File: config.mk
export PLATFORM = sky130hd
export DESIGN_NAME = mor_exec
export DESIGN_NICKNAME = d
export VERILOG_FILES = /design/src/hw/mor_pkg.sv /design/src/hw/mor_exec.sv
export SDC_FILE = /design/constraint.sdc
export NUM_CORES = 1
export LEC_CHECK = 0
export ABC_CLOCK_PERIOD_IN_PS = 3800
export BUFFER_PORTS_ARGS = -buffer_cell sky130_fd_sc_hd__buf_2
export CORE_MARGIN = 4
export CORE_UTILIZATION = 40
export CTS_CLUSTER_SIZE = 28
export DETAILED_ROUTE_END_ITERATION = 10
export HOLD_SLACK_MARGIN = 0.12
export PLACE_DENSITY_LB_ADDON = 0.08
export REMOVE_ABC_BUFFERS = 1
export SKIP_CTS_REPAIR_TIMING = 1
export SYNTH_ARGS = -nofsm -noshare
export SYNTH_HDL_FRONTEND = slang
export SYNTH_SLANG_ARGS = --single-unit
File: constraint.sdc
create_clock -name sys_clk -period 3.8 [get_ports sys_clk]
set_input_delay 0.38 -clock sys_clk [delete_from_list [all_inputs] [get_ports sys_clk]]
set_output_delay 0.38 -clock sys_clk [all_outputs]
set_load 0.03 [all_outputs]
File: src/hw/mor_pkg.sv
package mor_pkg;
  // =========================================
  // operation select codes
  typedef enum logic [2:0] {
    MOR_OP_NONE = 3'h0,
    MOR_OP_STORE_DIR = 3'h1,
    MOR_OP_STORE_IND = 3'h2,
    MOR_OP_NOP = 3'h3,
    MOR_OP_OPTION = 3'h4,
    MOR_OP_SWRESET = 3'h5,
    MOR_OP_IRQ_RET = 3'h6
  } mor_op_t;
  // =========================================
  // pointer update modes
  localparam logic [1:0] MOR_UPD_PREINC = 2'h0;
  localparam logic [1:0] MOR_UPD_PREDEC = 2'h1;
  localparam logic [1:0] MOR_UPD_POSTINC = 2'h2;
  localparam logic [1:0] MOR_UPD_POSTDEC = 2'h3;
  // =========================================
  // widths, positions and reset values
  localparam int MOR_FADDR_W = 7;
  localparam int MOR_PTR_W = 16;
  localparam int MOR_PC_W = 15;
  localparam int MOR_IRQ_EN_BIT = 7;
  localparam logic [7:0] MOR_CFG_RST = 8'hFF;
  localparam logic [15:0] MOR_PTR_RST = 16'h0000;
  localparam logic [15:0] MOR_PTR_ONE = 16'h0001;
  localparam int MOR_IRQ_RET_CYC = 2;
endpackage

File: src/hw/mor_exec.sv
`timescale 1ns/100ps
`default_nettype none
module mor_exec (
  // clock and reset
  input wire logic sys_clk,
  input wire logic reset,
  // decoded instruction
  input wire logic op_valid,
  input wire mor_pkg::mor_op_t op_sel,
  input wire logic [mor_pkg::MOR_FADDR_W-1:0] op_faddr,
  input wire logic op_ptr_sel,
  input wire logic op_rel,
  input wire logic [1:0] pointer_update_mode,
  input wire logic [5:0] op_offset,
  // core state
  input wire logic [7:0] accumulator_reg,
  input wire logic [mor_pkg::MOR_PC_W-1:0] stack_top,
  // file register write port
  output logic file_we,
  output logic [mor_pkg::MOR_FADDR_W-1:0] file_addr,
  output logic data_we,
  output logic [mor_pkg::MOR_PTR_W-1:0] data_addr,
  output logic [7:0] wr_data,
  // pointers and config
  output logic [mor_pkg::MOR_PTR_W-1:0] file_select_pointer0,
  output logic [mor_pkg::MOR_PTR_W-1:0] file_select_pointer1,
  output logic [7:0] config_reg_main,
  // control to stack, pc and reset logic
  output logic stack_pop,
  output logic pc_load,
  output logic [mor_pkg::MOR_PC_W-1:0] pc_value,
  output logic pc_advance,
  output logic global_irq_enable,
  output logic reset_instr_flag,
  output logic device_reset_req,
  output logic busy,
  output logic status_we
);
  import mor_pkg::*;

  // =========================================
  // pointer arithmetic
  logic [MOR_PTR_W-1:0] fsr_r [2];
  logic [MOR_PTR_W-1:0] cur_ptr;
  logic [MOR_PTR_W-1:0] ptr_nxt;
  logic [MOR_PTR_W-1:0] eff_addr;
  logic [MOR_PTR_W-1:0] sext_k;
  logic ret_cyc_r;
  logic swrst_pend_r;
  logic go;

  // anything offered in the refetch cycle is dropped, not queued
  assign go = op_valid && !ret_cyc_r;
  assign cur_ptr = fsr_r[op_ptr_sel];
  assign sext_k = {{(MOR_PTR_W-6){op_offset[5]}}, op_offset};

  always_comb begin
    // 16-bit add drops the carry, giving the wrap for free
    case (pointer_update_mode)
      MOR_UPD_PREINC, MOR_UPD_POSTINC: ptr_nxt = cur_ptr + MOR_PTR_ONE;
      default: ptr_nxt = cur_ptr - MOR_PTR_ONE;
    endcase
    if (op_rel) begin
      eff_addr = cur_ptr + sext_k;
    end else if (!pointer_update_mode[1]) begin
      eff_addr = ptr_nxt;
    end else begin
      eff_addr = cur_ptr;
    end
  end

  // =========================================
  // pointer registers
  genvar g;
  generate
    for (g = 0; g < 2; g++) begin : g_ptr
      always_ff @(posedge sys_clk) begin
        if (reset) begin
          fsr_r[g] <= MOR_PTR_RST;
        end else if (go && op_sel == MOR_OP_STORE_IND && !op_rel &&
                     op_ptr_sel == 1'(g)) begin
          fsr_r[g] <= ptr_nxt;
        end
      end
    end
  endgenerate
  assign file_select_pointer0 = fsr_r[0];
  assign file_select_pointer1 = fsr_r[1];

  // =========================================
  // store paths, one cycle each
  always_ff @(posedge sys_clk) begin
    if (reset) begin
      file_we <= 1'b0;
      data_we <= 1'b0;
      file_addr <= '0;
      data_addr <= '0;
      wr_data <= 8'h00;
    end else begin
      file_we <= go && op_sel == MOR_OP_STORE_DIR;
      data_we <= go && op_sel == MOR_OP_STORE_IND;
      if (go && op_sel == MOR_OP_STORE_DIR) begin
        file_addr <= op_faddr;
        wr_data <= accumulator_reg;
      end
      if (go && op_sel == MOR_OP_STORE_IND) begin
        data_addr <= eff_addr;
        wr_data <= accumulator_reg;
      end
    end
  end

  // =========================================
  // config register
  always_ff @(posedge sys_clk) begin
    if (reset) begin
      config_reg_main <= MOR_CFG_RST;
    end else if (go && op_sel == MOR_OP_OPTION) begin
      config_reg_main <= accumulator_reg;
    end
  end

  // =========================================
  // software reset, flag survives a reset it causes that lasts one cycle
  always_ff @(posedge sys_clk) begin
    if (reset) begin
      device_reset_req <= 1'b0;
    end else begin
      device_reset_req <= go && op_sel == MOR_OP_SWRESET;
    end
  end

  // remembers a requested reset until the reset itself arrives
  always_ff @(posedge sys_clk) begin
    if (device_reset_req) begin
      swrst_pend_r <= 1'b1;
    end else if (reset) begin
      swrst_pend_r <= 1'b0;
    end
  end

  // flag is cleared by the instruction; the reset it causes must not set it
  always_ff @(posedge sys_clk) begin
    if (device_reset_req) begin
      reset_instr_flag <= 1'b0;
    end else if (reset && !swrst_pend_r) begin
      reset_instr_flag <= 1'b1;
    end
  end

  // =========================================
  // return from interrupt, second cycle is the refetch
  always_ff @(posedge sys_clk) begin
    if (reset) begin
      ret_cyc_r <= 1'b0;
      global_irq_enable <= 1'b0;
      stack_pop <= 1'b0;
      pc_load <= 1'b0;
      pc_value <= '0;
    end else begin
      stack_pop <= go && op_sel == MOR_OP_IRQ_RET;
      pc_load <= go && op_sel == MOR_OP_IRQ_RET;
      ret_cyc_r <= go && op_sel == MOR_OP_IRQ_RET;
      if (go && op_sel == MOR_OP_IRQ_RET) begin
        pc_value <= stack_top;
        global_irq_enable <= 1'b1;
      end
    end
  end

  // stall for the flush cycle
  assign busy = ret_cyc_r;
  assign pc_advance = go && op_sel != MOR_OP_IRQ_RET;
  // none of these ops write status
  assign status_we = 1'b0;

  // =========================================
  // checks
  a_dir_store: assert property (@(posedge sys_clk) disable iff (reset)
    go && op_sel == MOR_OP_STORE_DIR |=> file_we
    && file_addr == $past(op_faddr)
    && wr_data == $past(accumulator_reg))
    else $error("direct store wrong");
  a_ind_addr: assert property (@(posedge sys_clk) disable iff (reset)
    go && op_sel == MOR_OP_STORE_IND |=> data_we
    && data_addr == $past(eff_addr))
    else $error("indirect address wrong");
  a_ind_data: assert property (@(posedge sys_clk) disable iff (reset)
    go && op_sel == MOR_OP_STORE_IND |=> !file_we
    && wr_data == $past(accumulator_reg))
    else $error("indirect data wrong");
  a_preinc_mode: assert property (@(posedge sys_clk) disable iff (reset)
    go && op_sel == MOR_OP_STORE_IND && !op_rel
    && pointer_update_mode == MOR_UPD_PREINC
    |=> data_addr == $past(cur_ptr) + MOR_PTR_ONE)
    else $error("preincrement address wrong");
  a_predec_mode: assert property (@(posedge sys_clk) disable iff (reset)
    go && op_sel == MOR_OP_STORE_IND && !op_rel
    && pointer_update_mode == MOR_UPD_PREDEC
    |=> data_addr == $past(cur_ptr) - MOR_PTR_ONE)
    else $error("predecrement address wrong");
  a_postinc_mode: assert property (@(posedge sys_clk) disable iff (reset)
    go && op_sel == MOR_OP_STORE_IND && !op_rel && !op_ptr_sel
    && pointer_update_mode == MOR_UPD_POSTINC
    |=> data_addr == $past(cur_ptr)
    && fsr_r[0] == $past(cur_ptr) + MOR_PTR_ONE)
    else $error("postincrement wrong");
  a_postdec_mode: assert property (@(posedge sys_clk) disable iff (reset)
    go && op_sel == MOR_OP_STORE_IND && !op_rel && !op_ptr_sel
    && pointer_update_mode == MOR_UPD_POSTDEC
    |=> data_addr == $past(cur_ptr)
    && fsr_r[0] == $past(cur_ptr) - MOR_PTR_ONE)
    else $error("postdecrement wrong");
  a_rel_keep: assert property (@(posedge sys_clk) disable iff (reset)
    go && op_sel == MOR_OP_STORE_IND && op_rel
    |=> $stable(fsr_r[0]) && $stable(fsr_r[1]))
    else $error("offset form moved pointer");
  a_rel_addr: assert property (@(posedge sys_clk) disable iff (reset)
    go && op_sel == MOR_OP_STORE_IND && op_rel
    |=> data_addr == $past(cur_ptr) + $past(sext_k))
    else $error("offset address wrong");
  a_wrap_up: assert property (@(posedge sys_clk) disable iff (reset)
    go && op_sel == MOR_OP_STORE_IND && !op_rel && !op_ptr_sel
    && pointer_update_mode == MOR_UPD_POSTINC && cur_ptr == 16'hFFFF
    |=> fsr_r[0] == 16'h0000)
    else $error("pointer did not wrap");
  a_wrap_down: assert property (@(posedge sys_clk) disable iff (reset)
    go && op_sel == MOR_OP_STORE_IND && !op_rel && op_ptr_sel
    && pointer_update_mode == MOR_UPD_PREDEC && cur_ptr == 16'h0000
    |=> fsr_r[1] == 16'hFFFF)
    else $error("pointer did not wrap down");
  a_no_status: assert property (@(posedge sys_clk) disable iff (reset)
    !status_we) else $error("status written");
  a_cfg_load: assert property (@(posedge sys_clk) disable iff (reset)
    go && op_sel == MOR_OP_OPTION |=> config_reg_main == $past(accumulator_reg))
    else $error("config load wrong");
  a_swreset_flag: assert property (@(posedge sys_clk)
    go && op_sel == MOR_OP_SWRESET && !reset |=> device_reset_req
    ##1 !reset_instr_flag)
    else $error("software reset wrong");
  a_flag_kept: assert property (@(posedge sys_clk)
    device_reset_req |=> !reset_instr_flag ##1 !reset_instr_flag)
    else $error("reset flag lost");
  a_ret_seq: assert property (@(posedge sys_clk) disable iff (reset)
    go && op_sel == MOR_OP_IRQ_RET |=> stack_pop && pc_load && busy
    && global_irq_enable && pc_value == $past(stack_top) ##1 !busy)
    else $error("return sequence wrong");
  a_busy_refuse: assert property (@(posedge sys_clk) disable iff (reset)
    busy && op_valid |=> !file_we && !data_we && !stack_pop)
    else $error("op taken in refetch cycle");
  a_single_cycle: assert property (@(posedge sys_clk) disable iff (reset)
    go && (op_sel == MOR_OP_STORE_DIR || op_sel == MOR_OP_OPTION)
    |-> pc_advance ##1 !busy)
    else $error("single cycle op stalled");
  a_nop_quiet: assert property (@(posedge sys_clk) disable iff (reset)
    go && op_sel == MOR_OP_NOP |-> pc_advance ##1 !file_we && !data_we
    && $stable(config_reg_main))
    else $error("nop changed state");
  // =========================================
  // main scenarios
  c_irq_ret: cover property (@(posedge sys_clk) disable iff (reset)
    go && op_sel == MOR_OP_IRQ_RET);
  c_ind_rel: cover property (@(posedge sys_clk) disable iff (reset)
    go && op_sel == MOR_OP_STORE_IND && op_rel);
  c_swreset: cover property (@(posedge sys_clk) device_reset_req);
  c_ptr_wrap: cover property (@(posedge sys_clk) disable iff (reset)
    go && op_sel == MOR_OP_STORE_IND && !op_rel && cur_ptr == 16'hFFFF);
  c_cfg_load: cover property (@(posedge sys_clk) disable iff (reset)
    go && op_sel == MOR_OP_OPTION);
endmodule
`default_nettype wire

# Word-level counts from Yosys, hierarchy flattened
# Memory sizes are Yosys's and may differ from the RTL's.
# Cells that the tools add are included.
# op_classes
addsub	3
n_mul	0
div	0
magnitude_cmp	0
eq_ne	7
shifts	0
muxes	15
bitwise_logic	3
reduce_logical	17
# ops
op	n
two-way mux 16 bit	5
adder 16 x 1 -> 16 bit (second input constant)	1
adder 16 bit	1
two-way mux 8 bit	2
subtractor 16 x 1 -> 16 bit (second input constant)	1
logical AND 1 bit	11
== test 3 bit (second input constant)	3
two-way mux 1 bit	8
== test 3 x 1 -> 1 bit (second input constant)	1
== test 3 x 2 -> 1 bit (second input constant)	1
zero test 1 bit	3
!= test 3 bit (second input constant)	1
== test 2 bit (second input constant)	1
zero test 2 bit	1
bitwise OR 1 bit	2
nonzero test 2 bit	1
OR reduction 2 bit	1
inverter 1 bit	1
# word_totals
regBits	61
latchBits	0
ram_bits	32
romBits	0
in_bits	46
out_inout_bits	96
wordCells	58
memories	1
# mem_list
memory	depth	width	read_ports	rd_clocked_by_memory_dff	wr	line_no	text
fsr_r	2	16	3	0	2	mor_exec.sv:43	logic [MOR_PTR_W-1:0] fsr_r [2];

# Longest topological paths before layout
# Gate-level depths: netlist (run 1).
# depth
depth_word	9
mapped_depth	15
mapped_depth_nobuf	12

# Least setup slack after synthesis (run 1)
# Ideal clock, no wire load.
# synth_path
path_kind	input -> register
startpoint	in op_ptr_sel
endpoint	mem fsr_r[0][15], data pin
setup_ns	0.264
arrival_time_ns	3.330
required_time_ns	3.536
setup_slack_ns	0.206
stages	15
n_path_buf	4
path_cell_list	buf_6 -> buf_6 -> buf_2 -> buf_1 -> mux2i_1 -> inv_1 -> ha_1 -> a21oi_1 -> nor2_1 -> o311ai_0 -> o2bb2ai_1 -> a21oi_2 -> mux2i_1 -> nor3b_1 -> nor3_1
# synth_lines
item	line_no	text
start: declaration	mor_exec.sv:11	input wire logic op_ptr_sel,
end: declaration	mor_exec.sv:43	

==> impl_metrics.py, run 1 <==
metrics = {
    "critical_path": {
        "cp_top_family": "compound AO/OA/AOI/OAI gates",
        "startpoint_type": "input port",
        "cp_max_fo": 11,
        "cp_cell_sequence": "buf_2, mux2i_4, inv_2, ha_1, a21oi_1, nor2_1, o311ai_0, o2bb2ai_1, a21oi_2, mux2i_1, nor3b_1, nor3_1",
        "path_buf_inv": 2,
        "required_ns": 3.87,
        "max_stage_delay_ns": 0.39,
        "end_kind": "flop",
        "criticalPathCategory": "in -> reg",
        "critPathSlowestCell": "mux2i_4",
        "arrival_ns": 3.19,
    },
    "logic_synthesis": {
        "synth-compound-area-share": 0.179,
        "synthFlopType": "dfxtp_1",
        "syn_inst": 659,
        "synthSimpleGateAreaFrac": 0.194,
        "synth_mux_area_frac": 0.0884,
        "synth.avg_cell_area_um2": 8.66,
        "synth-seq-cells": 93,
        "synth_top_family_by_area": "simple AND/OR/NAND/NOR gates",
        "syn_area_um2": 5710,
        "ys_warn_count": 0,
        "synthArstFlopShare": 0,
        "seq_area_frac_synth": 0.382,
        "synth_xor_area_frac": 0.0458,
        "synth_fa_ha_area_frac": 0.0623,
        "synth_edf_count": 32,
        "ys_types": 75,
    },
    "status": {
        "run_status": "complete, no violations",
    },
    "cells_and_area": {
        "multiInputGateArea_um2": 3260,
        "drive_gt1_frac": 0.266,
        "area_growth_pct": 20.7,
        "stdcell_area_um2": 6890,
        "final_cell_mix": "140 x buf_2, 79 x nor2_1, 79 x nand2_1, 63 x a21oi_1, 61 x dfxtp_1",
        "regArea_um2": 2180,
        "final_common_cell": "buf_2",
        "n_antenna_cell": 0,
        "nNetsFinal": 865,
        "fillers": 1367,
        "stdcell_count": 977,
        "utilization": 0.494,
    },
    "floorplanning": {
        "dieArea_um2": 16200,
        "die_height_um": 127,
        "core-area_um2": 13900,
        "start_util": 0.410,
        "io_pins": 142,
        "num_rows": 43,
        "die_width_um": 127,
    },
    "sta": {
        "rsz0062_at_grt": "no",
        "final-setup-viol-count": 0,
        "relSlewSlack": 0.411,
        "slew_viol_final": 0,
        "timing.final.crit_period_ns": 3.12,
        "fin_ws_ns": 0.680,
        "setup-tns-final_ns": 0,
        "hold_ws_ns": 0.252,
        "worstMarginPinSlew_ns": 0.881,
        "fin_crit_sh": 0.821,
        "hold_viol": 0,
        "max_freq_ghz": 0.321,
        "clock_skew_ns": 0.0119,
    },
    "global_routing": {
        "grt_use_total": 0.201,
        "grt_first_pass_wirelength_um": 26400,
        "grt_start_max_net_pins": 31,
        "grt_overflow": 0,
        "grt_pass1_vias": 5217,
        "antenna_found_initial": 0,
    },
    "pwr": {
        "leakagePower_nw": 2.98,
        "power_mw": 2.53,
        "power_density_nw_per_um2": 368,
        "vdd_drop_max_v": 0.000251,
    },
    "drt": {
        "drc": 0,
        "first_pass_iters": 5,
        "postRouteAntennaNets": 0,
        "via_per_inst": 5.41,
        "drt_iter0_markers": 315,
        "vias": 5290,
        "wl_per_cell_um": 16.7,
        "routed_wl_um": 16300,
    },
    "hold_path": {
        "hold_path_class": "in -> reg",
    },
    "clock_network": {
        "clkTransAtPathRegs_ns": 0.08,
        "cts.sinks": 93,
        "ctsHtreeMaxLevel": 3,
        "cts_inserted_buffers": 9,
        "cts_root_buf": "clkbuf_16",
        "clock_latency_ns": 0.36,
        "cts_tree": "built",
        "clk_path_buf_depth": 2,
    },
    "place": {
        "place.gp.congestion": 0.830,
        "dp_slack_ns": 0.377,
        "dpl_cell_area_um2": 6610,
        "place_inst": 961,
        "port_buffers": 140,
        "hpwl_um": 12300,
    },
    "run": {
        "maxCapViolCount": 0,
    },
}
-- path summary, 6_finish.rpt --
path	from	endpoint	slack [ns]	cells after the start
hold / removal	stack_top[5]	pc_value[5]	0.25	3
setup / recovery	op_ptr_sel	fsr_r[0][15]	0.68	12
hold reg to reg	device_reset_req	reset_instr_flag	0.44	1
setup reg to reg	fsr_r[0][6]	fsr_r[0][15]	0.68	11
-- sequential cells by signal, indices dropped and copies added (netlist names) --
| name | count |
|---|---|
| fsr_r | 32 |
| data_addr | 16 |
| pc_value | 15 |
| config_reg_main | 8 |
| wr_data | 8 |
| file_addr | 7 |
| busy | 1 |
| data_we | 1 |
| device_reset_req | 1 |
| file_we | 1 |
| global_irq_enable | 1 |
| reset_instr_flag | 1 |
| swrst_pend_r | 1 |
-- report_power, final --
| group | total (mW) | internal, mW | switching (mW) |
|---|---|---|---|
| registers | 1.08 | 1.06 | 0.0230 |
| clock network | 0.877 | 0.455 | 0.422 |
| logic | 0.577 | 0.212 | 0.364 |
| total | 2.53 | 1.72 | 0.810 |
-- cell usage after synthesis, types with 3 or more instances --
cell type | number | share of area
a31oi_1 | 4 | 0.0044
a2111oi_0 | 3 | 0.0046
edfxtp_1 | 32 | 0.17
mux4_2 | 3 | 0.012
nand4_1 | 8 | 0.0088
nor4_1 | 5 | 0.0055
mux2i_1 | 25 | 0.044
clkbuf_1 | 22 | 0.014
xor2_1 | 8 | 0.012
or2_2 | 3 | 0.0033
nor2_1 | 79 | 0.052
dfxtp_1 | 61 | 0.21
nand2b_1 | 8 | 0.0088
nand2_1 | 79 | 0.052
o21ai_0 | 33 | 0.029
inv_1 | 25 | 0.016
a21o_1 | 4 | 0.0053
xnor2_1 | 20 | 0.031
inv_2 | 3 | 0.0020
buf_4 | 3 | 0.0039
buf_2 | 3 | 0.0026
a21boi_0 | 3 | 0.0039
a21oi_1 | 63 | 0.055
nor2b_1 | 3 | 0.0033
nand3_1 | 19 | 0.017
or3_1 | 3 | 0.0033
nand3b_1 | 4 | 0.0053
o21bai_1 | 4 | 0.0053
and2_1 | 4 | 0.0044
mux2_2 | 8 | 0.016
a21oi_2 | 4 | 0.0061
a211oi_1 | 10 | 0.013
ha_1 | 26 | 0.057
mux2i_4 | 3 | 0.012
buf_1 | 6 | 0.0039
nor3_1 | 15 | 0.013
o211a_1 | 4 | 0.0070
-- routing by layer --
layer / vias to the layer above / GRT usage / routed length (um)
li1: 2614 / - / -
met1: 2508 / 0.263 / 7300
met2: 136 / 0.334 / 7850
met4: 0 / 0.0776 / 376
met3: 32 / 0.0322 / 781
met5: - / 0 / 0
-- cell families (layout without fill, tap and decap cells) --
kind of cell / after synthesis / in the layout
simple gates: 242 / 242
compound gates: 161 / 161
flops: 93 / 93
buf+inv: 64 / 202
mux: 41 / 41
xor+xnor: 29 / 29
fa+ha+maj: 28 / 28
other cells: 1 / 1
-- worst reg2reg max path: cells and delay by family (launching register included) --
kind / cells / cell delay, ns
muxes: 2 / 0.54
and+or+nand+nor: 3 / 0.45
AOI/OAI and AO/OA: 4 / 0.98
DFF: 1 / 0.48
adders and majority gates: 1 / 0.28
buffers and inverters: 1 / 0.10
-- cell type report --
class,instances,area share
multi-input combinational,502,0.473
inverter,28,0.0153
tap,180,0.0327
sequential,93,0.317
timing repair buffer,158,0.121
clock inverter,7,0.00817
clock buffer,9,0.0327
No activity file was read; power rests on OpenSTA's default activity.
==> run 2, diff against run 1 <==
Settings changed: ABC_CLOCK_PERIOD_IN_PS 3800 to 2700.
Clock period 3.8 ns to 2.7 ns, I/O delays scaled along.
==> run 2 against run 1 <==
  * Hold slack worse by 0.12 ns
  * Global-route usage is 1.5 points higher
  * Critical path type is now reg -> reg
  * Via count is 7.3% higher
  * Sequential power is 41% higher
  * Register-to-register slack worse by 0.61 ns
  * Total power is 56% higher
==> impl_metrics.py, run 2 (synthesis gave the netlist of run 1 again) <==
metrics = {
    "place": {
        "place.gp.congestion": 0.878,
        "place_inst": 1055,
        "dp_slack_ns": -0.431,
        "dpl_cell_area_um2": 7310,
        "hpwl_um": 13400,
        "port_buffers": 140,
    },
    "floorplanning": {
        "dieArea_um2": 16200,
        "num_rows": 43,
        "die_width_um": 127,
        "io_pins": 142,
        "start_util": 0.410,
        "core-area_um2": 13900,
        "die_height_um": 127,
    },
    "cells_and_area": {
        "final_cell_mix": "140 x buf_2, 119 x buf_4, 79 x nor2_1, 78 x nand2_1, 61 x dfxtp_1",
        "n_antenna_cell": 0,
        "stdcell_area_um2": 8010,
        "nNetsFinal": 968,
        "largest_reg_flops": 32,
        "drive_gt1_frac": 0.393,
        "largest_registers": "fsr_r x32, data_addr x16, pc_value x15",
        "regMostFlops": "fsr_r",
        "final_common_cell": "buf_2",
        "area_growth_pct": 40.4,
        "stdcell_count": 1080,
    },
    "pwr": {
        "clkPwrFrac": 0.345,
        "vdd_drop_max_v": 0.000277,
        "internal_power_mw": 2.73,
        "p_sw_frac": 0.311,
        "switchingPower_mw": 1.23,
        "pwr-share-comb": 0.273,
        "power_frac_seq": 0.382,
        "leakagePower_nw": 3.55,
        "power_density_nw_per_um2": 495,
    },
    "clock_network": {
        "cts_tree": "built",
        "cts_root_buf": "clkbuf_16",
        "clock_latency_ns": 0.36,
        "cts.sinks": 93,
        "ctsHtreeMaxLevel": 3,
        "clkTransAtPathRegs_ns": 0.07,
        "clk_path_buf_depth": 2,
        "cts_inserted_buffers": 9,
    },
    "hold_path": {
        "hold_path_class": "in -> reg",
    },
    "drt": {
        "via_per_inst": 5.26,
        "drt_iter0_markers": 313,
        "routed_wl_um": 17800,
        "drc": 0,
        "postRouteAntennaNets": 0,
        "first_pass_iters": 5,
        "wl_per_cell_um": 16.5,
        "vias": 5678,
    },
    "sta": {
        "timing.final.crit_period_ns": 2.63,
        "fin_ws_ns": 0.0667,
        "hold_ws_ns": 0.137,
        "clock_skew_ns": 0.00904,
        "fin_crit_sh": 0.975,
        "final-setup-viol-count": 0,
        "relSlewSlack": 0.463,
        "slew_viol_final": 0,
        "hold_viol": 0,
        "rsz0062_at_grt": "yes",
        "max_freq_ghz": 0.380,
        "worstMarginPinSlew_ns": 0.806,
    },
    "run": {
        "maxCapViolCount": 0,
    },
    "critical_path": {
        "criticalPathCategory": "reg -> reg",
        "startpoint_type": "flop",
        "end_kind": "flop",
        "required_ns": 3.00,
        "arrival_ns": 2.93,
        "cp_max_fo": 3,
    },
    "global_routing": {
        "antenna_found_initial": 0,
        "grt_start_max_net_pins": 33,
        "grt_pass1_vias": 5595,
        "grt_use_total": 0.216,
        "grt_first_pass_wirelength_um": 28200,
        "grt_overflow": 0,
    },
    "status": {
        "run_status": "complete, no violations",
    },
}
==> run 2: cell types whose count changed in the layout (fill, tap and decap cells not counted), sizes merged <==
cell    previous run  this run
clkinv             3         0
bufinv             0         1
buf              158       261
clkbuf             9        10
inv               32        33
==> run 2: worst paths after layout <==
| kind | cells after the start | start | slack [ns] | end |
|---|---|---|---|---|
| max | 12 | fsr_r[0][2] | 0.07 | data_addr[13] |
| min | 3 | accumulator_reg[2] | 0.14 | config_reg_main[2] |
| min reg2reg | 1 | device_reset_req | 0.43 | reset_instr_flag |
| max reg2reg | 12 | fsr_r[0][2] | 0.07 | data_addr[13] |
==> run 2: routing by layer <==
metal  up-vias  wire length [um]  share of wire  track usage
met2       146              8400           0.47        0.348
li1       2822                 -              -            -
met1      2685              8220           0.46        0.292
met3        25               793          0.045       0.0318
met5         -                 0              0            0
met4         0               386          0.022       0.0864
==> run 2: layout make-up <==
class | count | area [um^2]
multi-input combinational | 502 | 3570
inverter | 28 | 105
tap | 180 | 225
sequential | 93 | 2180
clock inverter | 6 | 73.8
timing repair buffer | 261 | 1620
clock buffer | 10 | 239
fill | 1306 | 5920
==> run 2: worst max-delay path: stages (launching register included) <==
cell and delay [ns]:
edfxtp_1 0.38, mux2_4 0.31, ha_4 0.23, a211oi_2 0.21, nand2_1 0.09, a41o_4 0.29
o211ai_4 0.22, buf_6 0.13, nand4_1 0.08, nand3b_1 0.15, buf_4 0.14, mux2i_1 0.18
o211a_1 0.17
==> run 2: power by group through the flow <==
stage	clock network [mW]	logic, mW	registers (mW)
after floorplan	0	0.458	1.63
after global placement	0	0.971	1.55
after detailed placement	0	0.985	1.55
after CTS	1.39	0.991	1.52
after global routing	1.46	1.18	1.52
final	1.37	1.08	1.52
==> run 2: stage by stage <==
step	TNS, ns	utilization	total power, mW
floorplan	-16.93	-	2.09
global placement	-5.09	0.525	2.52
detailed placement	-6.79	0.525	2.53
CTS	-1.42	0.547	3.90
global route	-0.466	0.575	4.16
finish	0	0.575	3.96
==> run 3, diff against run 2 <==
Settings changed: ABC_AREA set to 1.
==> run 3 against run 2 <==
  * Via count is 1.0% lower
  * Non-clock buffer count shrank 96
  * Register-to-register slack improved by 0.17 ns
  * Die area decreased by 0.58%
  * Critical path depth increased by 5
  * Maximum frequency rose by 7.0%
  * Combinational power fell by 21%
  * Critical path type unchanged
  * Largest cell class unchanged
==> impl_metrics.py, run 3 <==
metrics = {
    "critical_path": {
        "criticalPathCategory": "reg -> reg",
        "required_ns": 2.94,
        "cp_max_fo": 3,
        "startpoint_type": "flop",
        "arrival_ns": 2.70,
        "rr_worst_depth": 17,
        "end_kind": "flop",
    },
    "global_routing": {
        "grt_overflow": 0,
        "grt_use_met3": 0.0326,
        "grt_first_pass_wirelength_um": 26400,
        "grtUsageMet1": 0.280,
        "gr-usage-met2": 0.325,
        "busiest_layer": "met2",
        "grt_pass1_vias": 5286,
        "grt_use_total": 0.202,
        "grt_start_max_net_pins": 30,
        "antenna_found_initial": 0,
    },
    "place": {
        "port_buffers": 140,
        "dp_slack_ns": 0.0697,
        "place.gp.congestion": 0.914,
        "place_inst": 1136,
        "hpwl_um": 12600,
        "dpl_cell_area_um2": 6640,
    },
    "pwr": {
        "pwr-share-comb": 0.233,
        "internal_power_mw": 2.46,
        "clkPwrFrac": 0.348,
        "power_mw": 3.64,
        "vdd_drop_max_v": 0.000298,
        "power_frac_seq": 0.419,
        "leakagePower_nw": 3.71,
        "p_sw_frac": 0.324,
        "power_density_nw_per_um2": 525,
        "switchingPower_mw": 1.18,
    },
    "cells_and_area": {
        "fillers": 1463,
        "nNetsFinal": 1040,
        "area_growth_pct": 22.3,
        "final_cell_mix": "184 x nand2_1, 140 x buf_2, 138 x nor2_1, 90 x inv_1, 68 x nand3_1",
        "drive_gt1_frac": 0.210,
        "largest_reg_flops": 32,
        "final_common_cell": "nand2_1",
        "stdcell_area_um2": 6940,
        "n_antenna_cell": 0,
        "largest_registers": "fsr_r x32, data_addr x16, pc_value x15",
        "regMostFlops": "fsr_r",
        "stdcell_count": 1152,
    },
    "sta": {
        "fin_ws_ns": 0.240,
        "fin_crit_sh": 0.911,
        "worstMarginPinSlew_ns": 0.524,
        "clock_skew_ns": 0.00750,
        "timing.final.crit_period_ns": 2.46,
        "slew_viol_final": 0,
        "max_freq_ghz": 0.407,
        "rsz0062_at_grt": "no",
        "relSlewSlack": 0.649,
        "hold_viol": 0,
        "final-setup-viol-count": 0,
        "hold_ws_ns": 0.138,
    },
    "logic_synthesis": {
        "synth_edf_count": 32,
        "ys_warn_count": 0,
        "synthTopCellsByArea": "dfxtp_1 22%, edfxtp_1 17%, nand2_1 12%, nor2_1 9.2%, o21ai_0 6.1%",
        "synth.avg_cell_area_um2": 6.92,
        "synthFlopType": "dfxtp_1",
        "synth.most_common_cell": "nand2_1",
        "synthArstFlopShare": 0,
        "yosys.area.top_type_share": 0.215,
        "seq_area_frac_synth": 0.385,
        "syn_inst": 820,
        "synth-seq-cells": 93,
        "ys_types": 40,
        "synth_commonest_cells": "184 x nand2_1, 139 x nor2_1, 90 x inv_1",
        "syn_area_um2": 5670,
        "yosysTopAreaCell": "dfxtp_1",
    },
    "drt": {
        "drt_iter0_markers": 317,
        "first_pass_iters": 5,
        "wl_per_cell_um": 14.2,
        "postRouteAntennaNets": 0,
        "via_per_inst": 4.88,
        "vias": 5621,
        "drc": 0,
        "routed_wl_um": 16400,
    },
    "clock_network": {
        "cts.sinks": 93,
        "cts_inserted_buffers": 9,
        "cts_root_buf": "clkbuf_16",
        "cts_tree": "built",
        "clk_path_buf_depth": 2,
        "ctsHtreeMaxLevel": 3,
        "clock_latency_ns": 0.35,
        "clkTransAtPathRegs_ns": 0.07,
    },
    "run": {
        "maxCapViolCount": 0,
    },
    "hold_path": {
        "holdPathStages": 3,
        "hold_path_class": "in -> reg",
    },
    "floorplanning": {
        "die_height_um": 127,
        "io_pins": 142,
        "core-area_um2": 13900,
        "dieArea_um2": 16100,
        "num_rows": 43,
        "start_util": 0.409,
        "die_width_um": 127,
    },
    "status": {
        "run_status": "complete, no violations",
    },
}
==> run 3: routing by layer <==
metal | up-vias | wire length (um) | part of all wire
met5 | - | 0 | 0
met4 | 0 | 276 | 0.017
met3 | 17 | 771 | 0.047
met2 | 135 | 7280 | 0.44
met1 | 2514 | 8070 | 0.49
li1 | 2955 | - | -
==> run 3: through the flow <==
step / setup TNS, ns / utilization
final: 0 / 0.500
after global routing: 0 / 0.500
after CTS: 0 / 0.500
after detailed placement: 0 / 0.479
after global placement: 0 / 0.479
after floorplan: -41.41 / -
==> run 3: cells by family after synthesis <==
kind of cell	share of synthesized area
AOI/OAI and AO/OA	0.128
adders and majority gates	0.0609
and+or+nand+nor	0.318
DFF	0.385
xor gates and xnor gates	0.0185
other	0.000661
buffers and inverters	0.0891
==> run 3: worst paths after layout <==
check	from	to	slack, ns
setup / recovery	fsr_r[1][0]	data_addr[12]	0.24
hold / removal	stack_top[6]	pc_value[6]	0.14
setup reg to reg	fsr_r[1][0]	data_addr[12]	0.24
hold reg to reg	device_reset_req	reset_instr_flag	0.44
==> run 3: power groups by stage <==
stage | Combinational, mW | Sequential (mW) | Clock, mW
2_1_floorplan | 0.463 | 1.66 | 0
3_3_place_gp | 0.848 | 1.56 | 0
3_5_place_dp | 0.846 | 1.56 | 0
4_1_cts | 0.850 | 1.53 | 1.30
5_1_grt | 0.951 | 1.53 | 1.34
6_report | 0.848 | 1.53 | 1.27
==> run 3: critical path, stage by stage, from the launching register on <==
cell	delay, ns
edfxtp_1	0.36
nand2_1	0.09
nand2_2	0.10
ha_1	0.19
inv_1	0.06
fa_1	0.40
o21ai_0	0.26
a21oi_1	0.17
inv_1	0.10
nand2_1	0.05
nand2_1	0.09
nand2_1	0.08
nand2_1	0.06
nand2_1	0.05
nand3_1	0.06
nand2_1	0.05
a21oi_1	0.12
nor2_1	0.05
==> run 3: final cells by class <==
class,instances,area (um^2),area share
well taps,180,225,0.0325
inverters,96,360,0.0520
flip-flops and latches,93,2180,0.315
clock buffers,11,253,0.0364
repair buffers,165,888,0.128
clock inverters,5,40.0,0.00577
multi-input cells,602,2990,0.431
